$ cat src/rhda_defines.svh
`ifndef RHDA_DEFINES_SVH
`define RHDA_DEFINES_SVH

// Register byte addresses within the block.
`define RHDA_DESC_OFFSET    8'h48
`define RHDA_STAT_OFFSET    8'h80

// Descriptor field positions.
`define RHDA_PGD_MSB        25
`define RHDA_PGD_LSB        24
`define RHDA_PGD_TOP        31
`define RHDA_RSVD_MSB       23
`define RHDA_RSVD_LSB       13
`define RHDA_NO_OC_BIT      12
`define RHDA_OCM_BIT        11
`define RHDA_COMPOUND_BIT   10
`define RHDA_NO_SW_BIT      9
`define RHDA_PSM_BIT        8
`define RHDA_PORTS_MSB      7
`define RHDA_PORTS_LSB      0

// Byte lanes that carry the writable fields.
`define RHDA_PGD_LANE       3
`define RHDA_CFG_LANE       1

// Status field positions.
`define RHDA_STAT_GOOD_BIT  0
`define RHDA_STAT_BUSY_BIT  1

// Reset values.
`define RHDA_PGD_RST        2'h1
`define RHDA_NO_OC_RST      1'b0
`define RHDA_OCM_RST        1'b0
`define RHDA_NO_SW_RST      1'b0
`define RHDA_PSM_RST        1'b0
`define RHDA_COMPOUND_VAL   1'b0
`define RHDA_PORTS_RST      2

// Timing.
`define RHDA_INTERVAL_NS    2000000
`define RHDA_CLK_NS         20

// Bus responses.
`define RHDA_RESP_OKAY      2'h0
`define RHDA_RESP_SLVERR    2'h2

`endif

$ cat src/rhda_pkg.sv
package rhda_pkg;

    // Writable descriptor fields.
    typedef struct packed {
        logic [1:0] pgd;
        logic       no_oc;
        logic       ocm;
        logic       no_sw;
        logic       psm;
    } rhda_desc_t;

    // Port power sequencing state, Gray coded along idle, count, good.
    typedef enum logic [1:0] {
        RHDA_IDLE  = 2'h0,
        RHDA_COUNT = 2'h1,
        RHDA_GOOD  = 2'h3
    } rhda_state_t;

endpackage

$ cat src/rhda_top.sv
// Behaviour
// RQ1: Power-good delay field counts 2 ms intervals before switched port power is good.
// RQ2: Only bits 25:24 of the delay field store; bits 31:26 read zero.
// RQ3: Software programs the delay to one, may adjust it, never zero.
// RQ4: Bits 23:13 are reserved, read zero, written as zero.
// RQ5: Bit 12 set means over-current status is not reported.
// RQ6: Bit 11 picks global or per-port over-current, valid only with bit 12 clear.
// RQ7: Bit 10 reads zero: the root hub is not a compound device.
// RQ8: Bit 9 set means ports are permanently powered, clear means switched.
// RQ9: Bit 8 picks global or per-port switching, effective only with bit 9 clear.
// RQ10: Bits 7:0 report two downstream ports.
// RQ11: Only power-on reset restores the register; software writes it at initialisation.
// RQ12: Writes to fixed or reserved bits are ignored and change nothing.
`include "rhda_defines.svh"

module rhda_top
    import rhda_pkg::*;
#(
    parameter int          ADDR_W          = 8,
    parameter int          INTERVAL_CYCLES = `RHDA_INTERVAL_NS / `RHDA_CLK_NS,
    parameter logic [7:0]  PORT_COUNT      = 8'(`RHDA_PORTS_RST)
) (
    // Clock and power-on reset.
    input  wire logic              clk,
    input  wire logic              rst,
    // AXI4-Lite write address.
    input  wire logic [ADDR_W-1:0] s_axi_awaddr,
    input  wire logic              s_axi_awvalid,
    output logic                   s_axi_awready,
    // AXI4-Lite write data.
    input  wire logic [31:0]       s_axi_wdata,
    input  wire logic [3:0]        s_axi_wstrb,
    input  wire logic              s_axi_wvalid,
    output logic                   s_axi_wready,
    // AXI4-Lite write response.
    output logic [1:0]             s_axi_bresp,
    output logic                   s_axi_bvalid,
    input  wire logic              s_axi_bready,
    // AXI4-Lite read address.
    input  wire logic [ADDR_W-1:0] s_axi_araddr,
    input  wire logic              s_axi_arvalid,
    output logic                   s_axi_arready,
    // AXI4-Lite read data.
    output logic [31:0]            s_axi_rdata,
    output logic [1:0]             s_axi_rresp,
    output logic                   s_axi_rvalid,
    input  wire logic              s_axi_rready,
    // Port power requests from the root hub port logic.
    input  wire logic              port_power_on,
    input  wire logic              port_power_off,
    // Settings and power state toward the root hub port logic.
    output logic [1:0]             power_good_delay,
    output logic                   no_overcurrent_report,
    output logic                   overcurrent_report_mode,
    output logic                   no_port_power_switch,
    output logic                   power_switch_mode,
    output logic [7:0]             downstream_port_count,
    output logic                   port_power_good
);

    localparam int DIV_W = $clog2(INTERVAL_CYCLES + 1);

    if (ADDR_W < 8 || ADDR_W > 32) begin
        $error("ADDR_W must lie between 8 and 32.");
    end
    if (INTERVAL_CYCLES < 1) begin
        $error("INTERVAL_CYCLES must be at least one.");
    end
    if (PORT_COUNT == 8'h00) begin
        $error("PORT_COUNT must be non-zero.");
    end

    function automatic logic hits(input logic [ADDR_W-1:0] addr, input logic [7:0] offset);
        hits = (addr[ADDR_W-1:2] == (ADDR_W-2)'(offset[7:2]));
    endfunction

    rhda_desc_t         desc_reg;
    rhda_state_t        state_reg;
    logic               aw_hold_reg;
    logic [ADDR_W-1:0]  aw_addr_reg;
    logic               w_hold_reg;
    logic [31:0]        w_data_reg;
    logic [3:0]         w_strb_reg;
    logic               aw_hold_next;
    logic               w_hold_next;
    logic               do_write;
    logic               rsel_desc_reg;
    logic [1:0]         intervals_reg;
    logic [1:0]         start_delay_reg;
    logic [DIV_W-1:0]   div_reg;
    logic               tick;
    logic [31:0]        desc_word;
    logic [31:0]        stat_word;
    logic [31:0]        elapsed_reg;

    // Write channel capture, address and data accepted in either order.
    assign do_write     = aw_hold_reg && w_hold_reg && !s_axi_bvalid;
    assign aw_hold_next = do_write ? 1'b0 : (aw_hold_reg || (s_axi_awvalid && s_axi_awready));
    assign w_hold_next  = do_write ? 1'b0 : (w_hold_reg || (s_axi_wvalid && s_axi_wready));

    always_ff @(posedge clk) begin
        if (rst) begin
            aw_hold_reg   <= 1'b0;
            w_hold_reg    <= 1'b0;
            aw_addr_reg   <= '0;
            w_data_reg    <= 32'h0;
            w_strb_reg    <= 4'h0;
            s_axi_awready <= 1'b0;
            s_axi_wready  <= 1'b0;
        end else begin
            aw_hold_reg   <= aw_hold_next;
            w_hold_reg    <= w_hold_next;
            s_axi_awready <= !aw_hold_next && !(do_write || (s_axi_bvalid && !s_axi_bready));
            s_axi_wready  <= !w_hold_next && !(do_write || (s_axi_bvalid && !s_axi_bready));
            if (s_axi_awvalid && s_axi_awready) begin
                aw_addr_reg <= s_axi_awaddr;
            end
            if (s_axi_wvalid && s_axi_wready) begin
                w_data_reg <= s_axi_wdata;
                w_strb_reg <= s_axi_wstrb;
            end
        end
    end

    // Write response, one cycle after both halves are held.
    always_ff @(posedge clk) begin
        if (rst) begin
            s_axi_bvalid <= 1'b0;
            s_axi_bresp  <= `RHDA_RESP_OKAY;
        end else if (do_write) begin
            s_axi_bvalid <= 1'b1;
            s_axi_bresp  <= (hits(aw_addr_reg, `RHDA_DESC_OFFSET) || hits(aw_addr_reg, `RHDA_STAT_OFFSET))
                            ? `RHDA_RESP_OKAY : `RHDA_RESP_SLVERR;
        end else if (s_axi_bvalid && s_axi_bready) begin
            s_axi_bvalid <= 1'b0;
        end
    end

    // Descriptor storage, restored by the power-on reset only.
    always_ff @(posedge clk) begin
        if (rst) begin
            desc_reg.pgd   <= `RHDA_PGD_RST; // RQ11
            desc_reg.no_oc <= `RHDA_NO_OC_RST;
            desc_reg.ocm   <= `RHDA_OCM_RST;
            desc_reg.no_sw <= `RHDA_NO_SW_RST;
            desc_reg.psm   <= `RHDA_PSM_RST;
        end else if (do_write && hits(aw_addr_reg, `RHDA_DESC_OFFSET)) begin
            if (w_strb_reg[`RHDA_PGD_LANE]) begin
                desc_reg.pgd <= w_data_reg[`RHDA_PGD_MSB:`RHDA_PGD_LSB]; // RQ2
            end
            if (w_strb_reg[`RHDA_CFG_LANE]) begin
                desc_reg.no_oc <= w_data_reg[`RHDA_NO_OC_BIT]; // RQ5
                desc_reg.ocm   <= w_data_reg[`RHDA_OCM_BIT]; // RQ6
                desc_reg.no_sw <= w_data_reg[`RHDA_NO_SW_BIT]; // RQ8
                desc_reg.psm   <= w_data_reg[`RHDA_PSM_BIT]; // RQ9
            end
        end
    end

    // Read words; every unlisted bit is a constant zero.
    always_comb begin
        desc_word = 32'h0; // RQ4 RQ12
        desc_word[`RHDA_PGD_MSB:`RHDA_PGD_LSB] = desc_reg.pgd; // RQ2
        desc_word[`RHDA_NO_OC_BIT] = desc_reg.no_oc;
        desc_word[`RHDA_OCM_BIT] = desc_reg.ocm;
        desc_word[`RHDA_COMPOUND_BIT] = `RHDA_COMPOUND_VAL; // RQ7
        desc_word[`RHDA_NO_SW_BIT] = desc_reg.no_sw;
        desc_word[`RHDA_PSM_BIT] = desc_reg.psm;
        desc_word[`RHDA_PORTS_MSB:`RHDA_PORTS_LSB] = PORT_COUNT; // RQ10
        stat_word = 32'h0;
        stat_word[`RHDA_STAT_GOOD_BIT] = (state_reg == RHDA_GOOD);
        stat_word[`RHDA_STAT_BUSY_BIT] = (state_reg == RHDA_COUNT);
    end

    // Read channel, data one cycle after the address is taken.
    always_ff @(posedge clk) begin
        if (rst) begin
            s_axi_arready <= 1'b0;
            s_axi_rvalid  <= 1'b0;
            s_axi_rdata   <= 32'h0;
            s_axi_rresp   <= `RHDA_RESP_OKAY;
            rsel_desc_reg <= 1'b0;
        end else if (s_axi_arvalid && s_axi_arready) begin
            s_axi_arready <= 1'b0;
            s_axi_rvalid  <= 1'b1;
            rsel_desc_reg <= hits(s_axi_araddr, `RHDA_DESC_OFFSET);
            if (hits(s_axi_araddr, `RHDA_DESC_OFFSET)) begin
                s_axi_rdata <= desc_word;
                s_axi_rresp <= `RHDA_RESP_OKAY;
            end else if (hits(s_axi_araddr, `RHDA_STAT_OFFSET)) begin
                s_axi_rdata <= stat_word;
                s_axi_rresp <= `RHDA_RESP_OKAY;
            end else begin
                s_axi_rdata <= 32'h0;
                s_axi_rresp <= `RHDA_RESP_SLVERR;
            end
        end else if (s_axi_rvalid && s_axi_rready) begin
            s_axi_rvalid  <= 1'b0;
            s_axi_arready <= 1'b1;
        end else if (!s_axi_rvalid) begin
            s_axi_arready <= 1'b1;
        end
    end

    // Settings toward the port logic; mode bits count only when their disable bit is clear.
    always_ff @(posedge clk) begin
        if (rst) begin
            power_good_delay        <= `RHDA_PGD_RST;
            no_overcurrent_report   <= `RHDA_NO_OC_RST;
            overcurrent_report_mode <= `RHDA_OCM_RST;
            no_port_power_switch    <= `RHDA_NO_SW_RST;
            power_switch_mode       <= `RHDA_PSM_RST;
            downstream_port_count   <= PORT_COUNT;
        end else begin
            power_good_delay        <= desc_reg.pgd;
            no_overcurrent_report   <= desc_reg.no_oc; // RQ5
            overcurrent_report_mode <= desc_reg.ocm && !desc_reg.no_oc; // RQ6
            no_port_power_switch    <= desc_reg.no_sw; // RQ8
            power_switch_mode       <= desc_reg.psm && !desc_reg.no_sw; // RQ9
            downstream_port_count   <= PORT_COUNT; // RQ10
        end
    end

    // Interval divider, one pulse per 2 ms while counting.
    assign tick = (div_reg == DIV_W'(INTERVAL_CYCLES - 1));

    always_ff @(posedge clk) begin
        if (rst || state_reg != RHDA_COUNT || tick) begin
            div_reg <= '0;
        end else begin
            div_reg <= div_reg + 1'b1;
        end
    end

    // Power sequencing: switched ports become good after the programmed intervals.
    always_ff @(posedge clk) begin
        if (rst) begin
            state_reg       <= RHDA_IDLE;
            intervals_reg   <= 2'h0;
            start_delay_reg <= 2'h0;
        end else if (desc_reg.no_sw) begin
            state_reg <= RHDA_GOOD; // RQ8
        end else if (port_power_off) begin
            state_reg <= RHDA_IDLE;
        end else begin
            case (state_reg)
                RHDA_IDLE: begin
                    if (port_power_on) begin
                        intervals_reg   <= desc_reg.pgd; // RQ1
                        start_delay_reg <= desc_reg.pgd;
                        state_reg       <= (desc_reg.pgd == 2'h0) ? RHDA_GOOD : RHDA_COUNT;
                    end
                end
                RHDA_COUNT: begin
                    if (tick) begin
                        intervals_reg <= intervals_reg - 2'h1; // RQ1
                        if (intervals_reg == 2'h1) begin
                            state_reg <= RHDA_GOOD;
                        end
                    end
                end
                RHDA_GOOD: begin
                    state_reg <= RHDA_GOOD;
                end
                default: begin
                    state_reg <= RHDA_IDLE;
                end
            endcase
        end
    end

    always_ff @(posedge clk) begin
        if (rst) begin
            port_power_good <= 1'b0;
        end else begin
            port_power_good <= (state_reg == RHDA_GOOD);
        end
    end

    // Cycles spent counting, read only by the timing check.
    always_ff @(posedge clk) begin
        if (rst || state_reg != RHDA_COUNT) begin
            elapsed_reg <= 32'h0;
        end else begin
            elapsed_reg <= elapsed_reg + 32'h1;
        end
    end

    timing_exact_a: assert property (@(posedge clk) disable iff (rst) // RQ1
        (state_reg == RHDA_COUNT && tick && intervals_reg == 2'h1 && !port_power_off && !desc_reg.no_sw)
        |-> (elapsed_reg + 32'h1 == 32'(start_delay_reg) * 32'(INTERVAL_CYCLES)))
        else $error("Power good reached after the wrong number of cycles.");

    delay_store_a: assert property (@(posedge clk) disable iff (rst) // RQ2
        (do_write && hits(aw_addr_reg, `RHDA_DESC_OFFSET) && w_strb_reg[`RHDA_PGD_LANE])
        |=> ##1 (power_good_delay == $past(w_data_reg[`RHDA_PGD_MSB:`RHDA_PGD_LSB], 2)))
        else $error("Delay field did not take the written value.");

    reserved_zero_a: assert property (@(posedge clk) disable iff (rst) // RQ4
        (s_axi_rvalid && rsel_desc_reg)
        |-> (s_axi_rdata[`RHDA_PGD_TOP:`RHDA_PGD_MSB + 1] == '0
             && s_axi_rdata[`RHDA_RSVD_MSB:`RHDA_RSVD_LSB] == '0 && !s_axi_rdata[`RHDA_COMPOUND_BIT]))
        else $error("Fixed descriptor bits read non-zero.");

    port_count_a: assert property (@(posedge clk) disable iff (rst) // RQ10
        (s_axi_rvalid && rsel_desc_reg) |-> (s_axi_rdata[`RHDA_PORTS_MSB:`RHDA_PORTS_LSB] == PORT_COUNT))
        else $error("Port count reads wrong.");

    oc_report_a: assert property (@(posedge clk) disable iff (rst) // RQ5
        ##1 (no_overcurrent_report == $past(desc_reg.no_oc)))
        else $error("Over-current report flag does not follow the register.");

    oc_mode_gate_a: assert property (@(posedge clk) disable iff (rst) // RQ6
        overcurrent_report_mode |-> (!no_overcurrent_report && $past(desc_reg.ocm)))
        else $error("Per-port over-current mode active while reporting is off.");

    psw_mode_gate_a: assert property (@(posedge clk) disable iff (rst) // RQ9
        power_switch_mode |-> (!no_port_power_switch && $past(desc_reg.psm)))
        else $error("Per-port switching active while ports are always powered.");

    always_powered_a: assert property (@(posedge clk) disable iff (rst) // RQ8
        desc_reg.no_sw [*3] |-> port_power_good)
        else $error("Permanently powered ports not reported good.");

    write_only_a: assert property (@(posedge clk) disable iff (rst) // RQ11 RQ12
        !do_write |=> $stable(desc_reg))
        else $error("Descriptor changed without a write.");

endmodule

$ cat config.mk
export PLATFORM = sky130hd
export DESIGN_NAME = rhda_top
export DESIGN_NICKNAME = d
export VERILOG_FILES = /design/src/rhda_pkg.sv /design/src/rhda_top.sv
export VERILOG_INCLUDE_DIRS = /design/src /design/src/src
export SDC_FILE = /design/constraint.sdc
export NUM_CORES = 1
export LEC_CHECK = 0
export ABC_CLOCK_PERIOD_IN_PS = 2020
export BUFFER_PORTS_ARGS = -buffer_cell sky130_fd_sc_hd__clkbuf_2
export CORE_MARGIN = 10
export CORE_UTILIZATION = 48
export DETAILED_ROUTE_END_ITERATION = 10
export PLACE_DENSITY = 0.8
export SETUP_SLACK_MARGIN = 0.5
export SKIP_LAST_GASP = 1
export SLEW_MARGIN = 20
export SYNTH_ARGS = -nofsm -noshare
export SYNTH_HDL_FRONTEND = slang
export SYNTH_SLANG_ARGS = --single-unit
$ cat constraint.sdc
create_clock -name clk -period 2.02 [get_ports clk]
set_input_delay 0.101 -clock clk [delete_from_list [all_inputs] [get_ports clk]]
set_output_delay 0.101 -clock clk [all_outputs]
set_load 0.03 [all_outputs]
; ---- Word level (Yosys, flattened, before mapping)
; Index checks and enable logic that the tools add are counted.
[totals]
elab_cells = 105
inputBits = 61
output_inout_bits = 56
ff_bits = 115
[classes]
mux = 23
bitwise = 2
n_eq_ne = 15
add_sub_neg = 2
n_reduce_logical = 36
[op_table]
columns = op, count
row1 = 26-bit two-way mux, 1
row2 = 2-bit two-way mux, 12
row3 = "17-bit by 1-bit adder with 17-bit output, second input constant", 1
row4 = "17-bit == test, second input constant", 1
row5 = 1-bit logical AND, 13
row6 = "6-bit by 5-bit == test with 1-bit output, second input constant", 2
row7 = "6-bit == test, second input constant", 2
row8 = 1-bit two-way mux, 8
row9 = "4-bit inequality test, second input constant", 2
row10 = 1-bit logical NOT, 7
row11 = 1-bit logical OR, 6
row12 = 2-bit one-hot mux with 3 select lines, 1
row13 = 2-bit nonzero test, 3
row14 = 5-bit AND reduction, 1
row15 = "2-bit by 1-bit == test with 1-bit output, second input constant", 2
row16 = 2-bit logical NOT, 2
row17 = "2-bit by 1-bit inequality test with 1-bit output, second input constant", 2
row18 = "2-bit inequality test, second input constant", 2
row19 = "4-bit by 3-bit inequality test with 1-bit output, second input constant", 1
row20 = 2-bit one-hot mux with 2 select lines, 1
row21 = 2-bit AND reduction, 2
row22 = 3-bit AND reduction, 1
row23 = "2-bit == test, second input constant", 1
row24 = 1-bit inverter, 2
row25 = 2 further kinds, 2

; ---- Longest topological paths before layout
[depth]
depth_word = 6
mapped_depth = 7
mapped_depth_nobuf = 5

; ---- Worst setup path after synthesis
; Ideal clock, no wire load.
[synth_timing]
path_type = register to register
startpoint = register div_reg[0]
endpoint = register intervals_reg[0]
stages_incl_launch_ff = 7
arrival_ps = 1550
t_required_ps = 1950
period_less_slack_ps = 1621
path_buffers = 1
setup_ps = 70
slack_ps = 399
cell_sequence = dfxtp_1 -> ha_1 -> and4_1 -> buf_4 -> a41oi_2 -> or4_1 -> a21oi_1
[synth_via]
elab_chain_len = 3
[synth_lines]
columns = item, line_no
row1 = "start, declared", rhda_top.sv:90  ; logic [DIV_W-1:0] div_reg;
row2 = "start signal, assigned", rhda_top.sv:231  ; div_reg <= div_reg + 1'b1;
row3 = 17-bit == test, rhda_top.sv:225  ; assign tick = (div_reg == DIV_W'(INTERVAL_CYCLES - 1));
row4 = 2-bit inequality test (no line), n/a
row5 = 5-bit AND reduction (no line), n/a
row6 = "end signal, assigned", rhda_top.sv:249  ; intervals_reg <= desc_reg.pgd;
row7 = "end signal, assigned", rhda_top.sv:256  ; intervals_reg <= intervals_reg - 2'h1;
row8 = "end, declared", rhda_top.sv:88  ; logic [1:0] intervals_reg;
; No other way between the ends.
; A chain may end at the register's enable or synchronous reset.

; ---- Worst setup path after layout
[layout_timing]
startpoint = register div_reg[1]
endpoint = register intervals_reg[0]
; Same word-level chain as after synthesis.

==> qor.yml <==
status: "completed"
dpl_cell_area_um2: 3050
synth_flop_cell: "dfxtp_1"
timing.setup.tns_ns: 0
routed-via-count: 2408
numCtsBuffers: 9
post-dp-hpwl_um: 4660
cts.sinks: 65
worstPathRequired_ns: 2.30
p_leak_nw: 1.49
grt_pass1_vias: 2408
ys_warn_count: 0
critPathTopFamily: "simple AND/OR/NAND/NOR gates"
cp_max_fo: 5
setup_viol: 0
gr-usage-all-layers_pct: 13.5
synth-edff-count: 0
skew_ns: 0.00946
rsz0062_at_grt: "yes"
crit_path_start_kind: "flop"
path_clk_slew_ns: 0.08
drt_pass1_iterations: 4
ys_seq_area_share_pct: 45.5
critical_path_arrival_ns: 1.79
wl_um: 6660
hp-class: "in -> reg"
drt_iter0_markers: 84
max_freq_ghz: 0.662
port_buffers: 50
period_share_pct: 74.8
worstSetupEndpointType: "flop"
fin_nets: 463
ys_seq_elements: 65
synth_top_area_cell: "dfxtp_1"
cts_root_buffer: "clkbuf_8"
viasPerCell: 5.02
drive_above_1_share_pct: 26.7
antenna_left: 0
synth_cells: 331
yosys-top-cells-area: "dfxtp_1, buf_4, nand2_1, a21oi_1, nor2_1"
clockBufferDepth: 2
drc: 0
die_w_um: 97.2
diodes: 0
initial_core_util_pct: 48.9
fp.dieH_um: 97.2
ir_drop_mv: 0.544
grt_pass1_wl_um: 10800
max_stage_delay_ns: 0.41
fillCellCount: 485
cp_cell_sequence: "ha_4 > and4_4 > a41oi_4 > or4_1 > a21oi_1"
multi_input_area_um2: 1430
clock_latency_ns: 0.35
synthTopCellsByCount: "dfxtp_1, nand2_1, buf_4"
row_count: 28
core_um2: 5850
cp_slowest_cell: "or4_1"
fin_area_um2: 3550
antenna_found_initial: 0
area_growth_pct: 24.1
grt_max_degree: 35
overflow: 0
cap_violations: 0
maxSlewViolCount: 0
async_reset_ff_share_pct: 0
routabilityCongestion: 0.783
seq_area_um2: 1330
pwr_density_cell_nw_per_um2: 787
largest_reg_flops: 17
io-pin-count: 117
synth_top_area_share_pct: 45.5
synth.distinct_cells: 44
finalHoldViolations: 0
cts_tree: "built"
critical_path_class: "reg -> reg"
synth_area_um2: 2860
min_period_ns: 1.51
die_area_um2: 9450
yosysMostFrequentCell: "dfxtp_1"
critPathBufInv: 0
htreeDepth: 3
wire_per_inst_um: 13.9
avgSynthCellArea_um2: 8.64
[cells in the final DEF, fill, tap and decap left out, types with 2 or more instances in the layout]
cell type	netlist	final
o21ai_0	6	5
clkinvlp_4	0	2
nor2b_1	5	4
nand2_1	47	46
xor2_1	8	8
a21oi_1	28	26
nor3b_1	4	4
dfxtp_4	0	5
o31ai_1	2	2
buf_4	35	11
and3_1	2	2
dfxtp_1	65	55
nor4_1	5	4
or4_1	2	2
a21oi_2	0	2
nor3_1	7	7
nor2_1	32	32
mux2i_1	7	7
xnor2_1	5	5
inv_1	6	6
nand2b_1	3	2
and3b_1	2	2
dlygate4sd3_1	0	12
and2_1	3	3
clkbuf_2	0	50
nand4_1	6	6
nand3_1	12	11
dfxtp_2	0	5
or3_1	3	3
clkbuf_8	0	11
conb_1	2	34
[per-stage QoR]
step                power (mW)  worst slack (ns)  util [%]  hold slack (ns)  cells
detailed placement        1.63             0.301      52.1            0.329    443
global route              2.89             0.447      60.7           0.0179    480
floorplan                 1.61             0.547         -            0.237    363
CTS                       2.79             0.488      58.2           0.0115    472
global placement          1.62             0.371      52.1            0.327    443
finish                    2.79             0.509      60.7           0.0178    480
[area by class of cell]
class,instances,area share (%)
multi-input combinational,244,40.2
sequential,65,37.4
timing repair buffer,74,13.1
clock buffer,11,4.27
tap,75,2.64
clock inverter,5,1.76
inverter,6,0.635
[cells by family after synthesis]
kind of cell / synth area share, %
buf+inv: 11.8
simple gates: 26.1
fa+ha+maj: 0.875
xor+xnor: 3.98
mux: 2.45
compound gates: 9.10
flops: 45.5
other cells: 0.263
[worst paths after layout]
path | start | cells past startpoint | slack (ns) | end
setup / recovery | div_reg[1]$_SDFF_PP0_ | 5 | 0.51 | intervals_reg[0]$_SDFFE_PP0P_
hold / removal | s_axi_awaddr[2] | 3 | 0.02 | aw_addr_reg[2]$_SDFFE_PP0P_
setup reg to reg | div_reg[1]$_SDFF_PP0_ | 5 | 0.51 | intervals_reg[0]$_SDFFE_PP0P_
hold reg to reg | div_reg[0]$_SDFF_PP0_ | 1 | 0.44 | div_reg[0]$_SDFF_PP0_
[metal layers]
| layer | global-route usage [%] | up-vias | routed length [um] |
|---|---|---|---|
| li1 | - | 1198 | - |
| met3 | 6.05 | 13 | 448 |
| met4 | 5.90 | 0 | 106 |
| met1 | 12.9 | 1130 | 2480 |
| met2 | 24.4 | 67 | 3630 |
| met5 | 0 | - | 0 |
[worst reg2reg max path, cell delays in order, from the launching register on]
cell     delay, ns
dfxtp_4       0.37
ha_4          0.14
and4_4        0.26
a41oi_4       0.12
or4_1         0.41
a21oi_1       0.14
[what timing repair did]
| item | 4_1_cts | 5_1_grt |
|---|---|---|
| resized for setup | 8 | 23 |
| endpoints found under the setup margin | 20 | 24 |
| hold buffers | 12 | 0 |
| pin swaps | 2 | 6 |
| endpoints found under the hold margin | 12 | 0 |
| buffers inserted | 1 | 8 |
[power by group]
part	internal (mW)	switching (mW)	total, mW
sequential	1.31	0.0262	1.33
combinational	0.0915	0.208	0.300
clock	0.643	0.516	1.16
total	2.04	0.751	2.79
(Power assumes the default switching activity.)
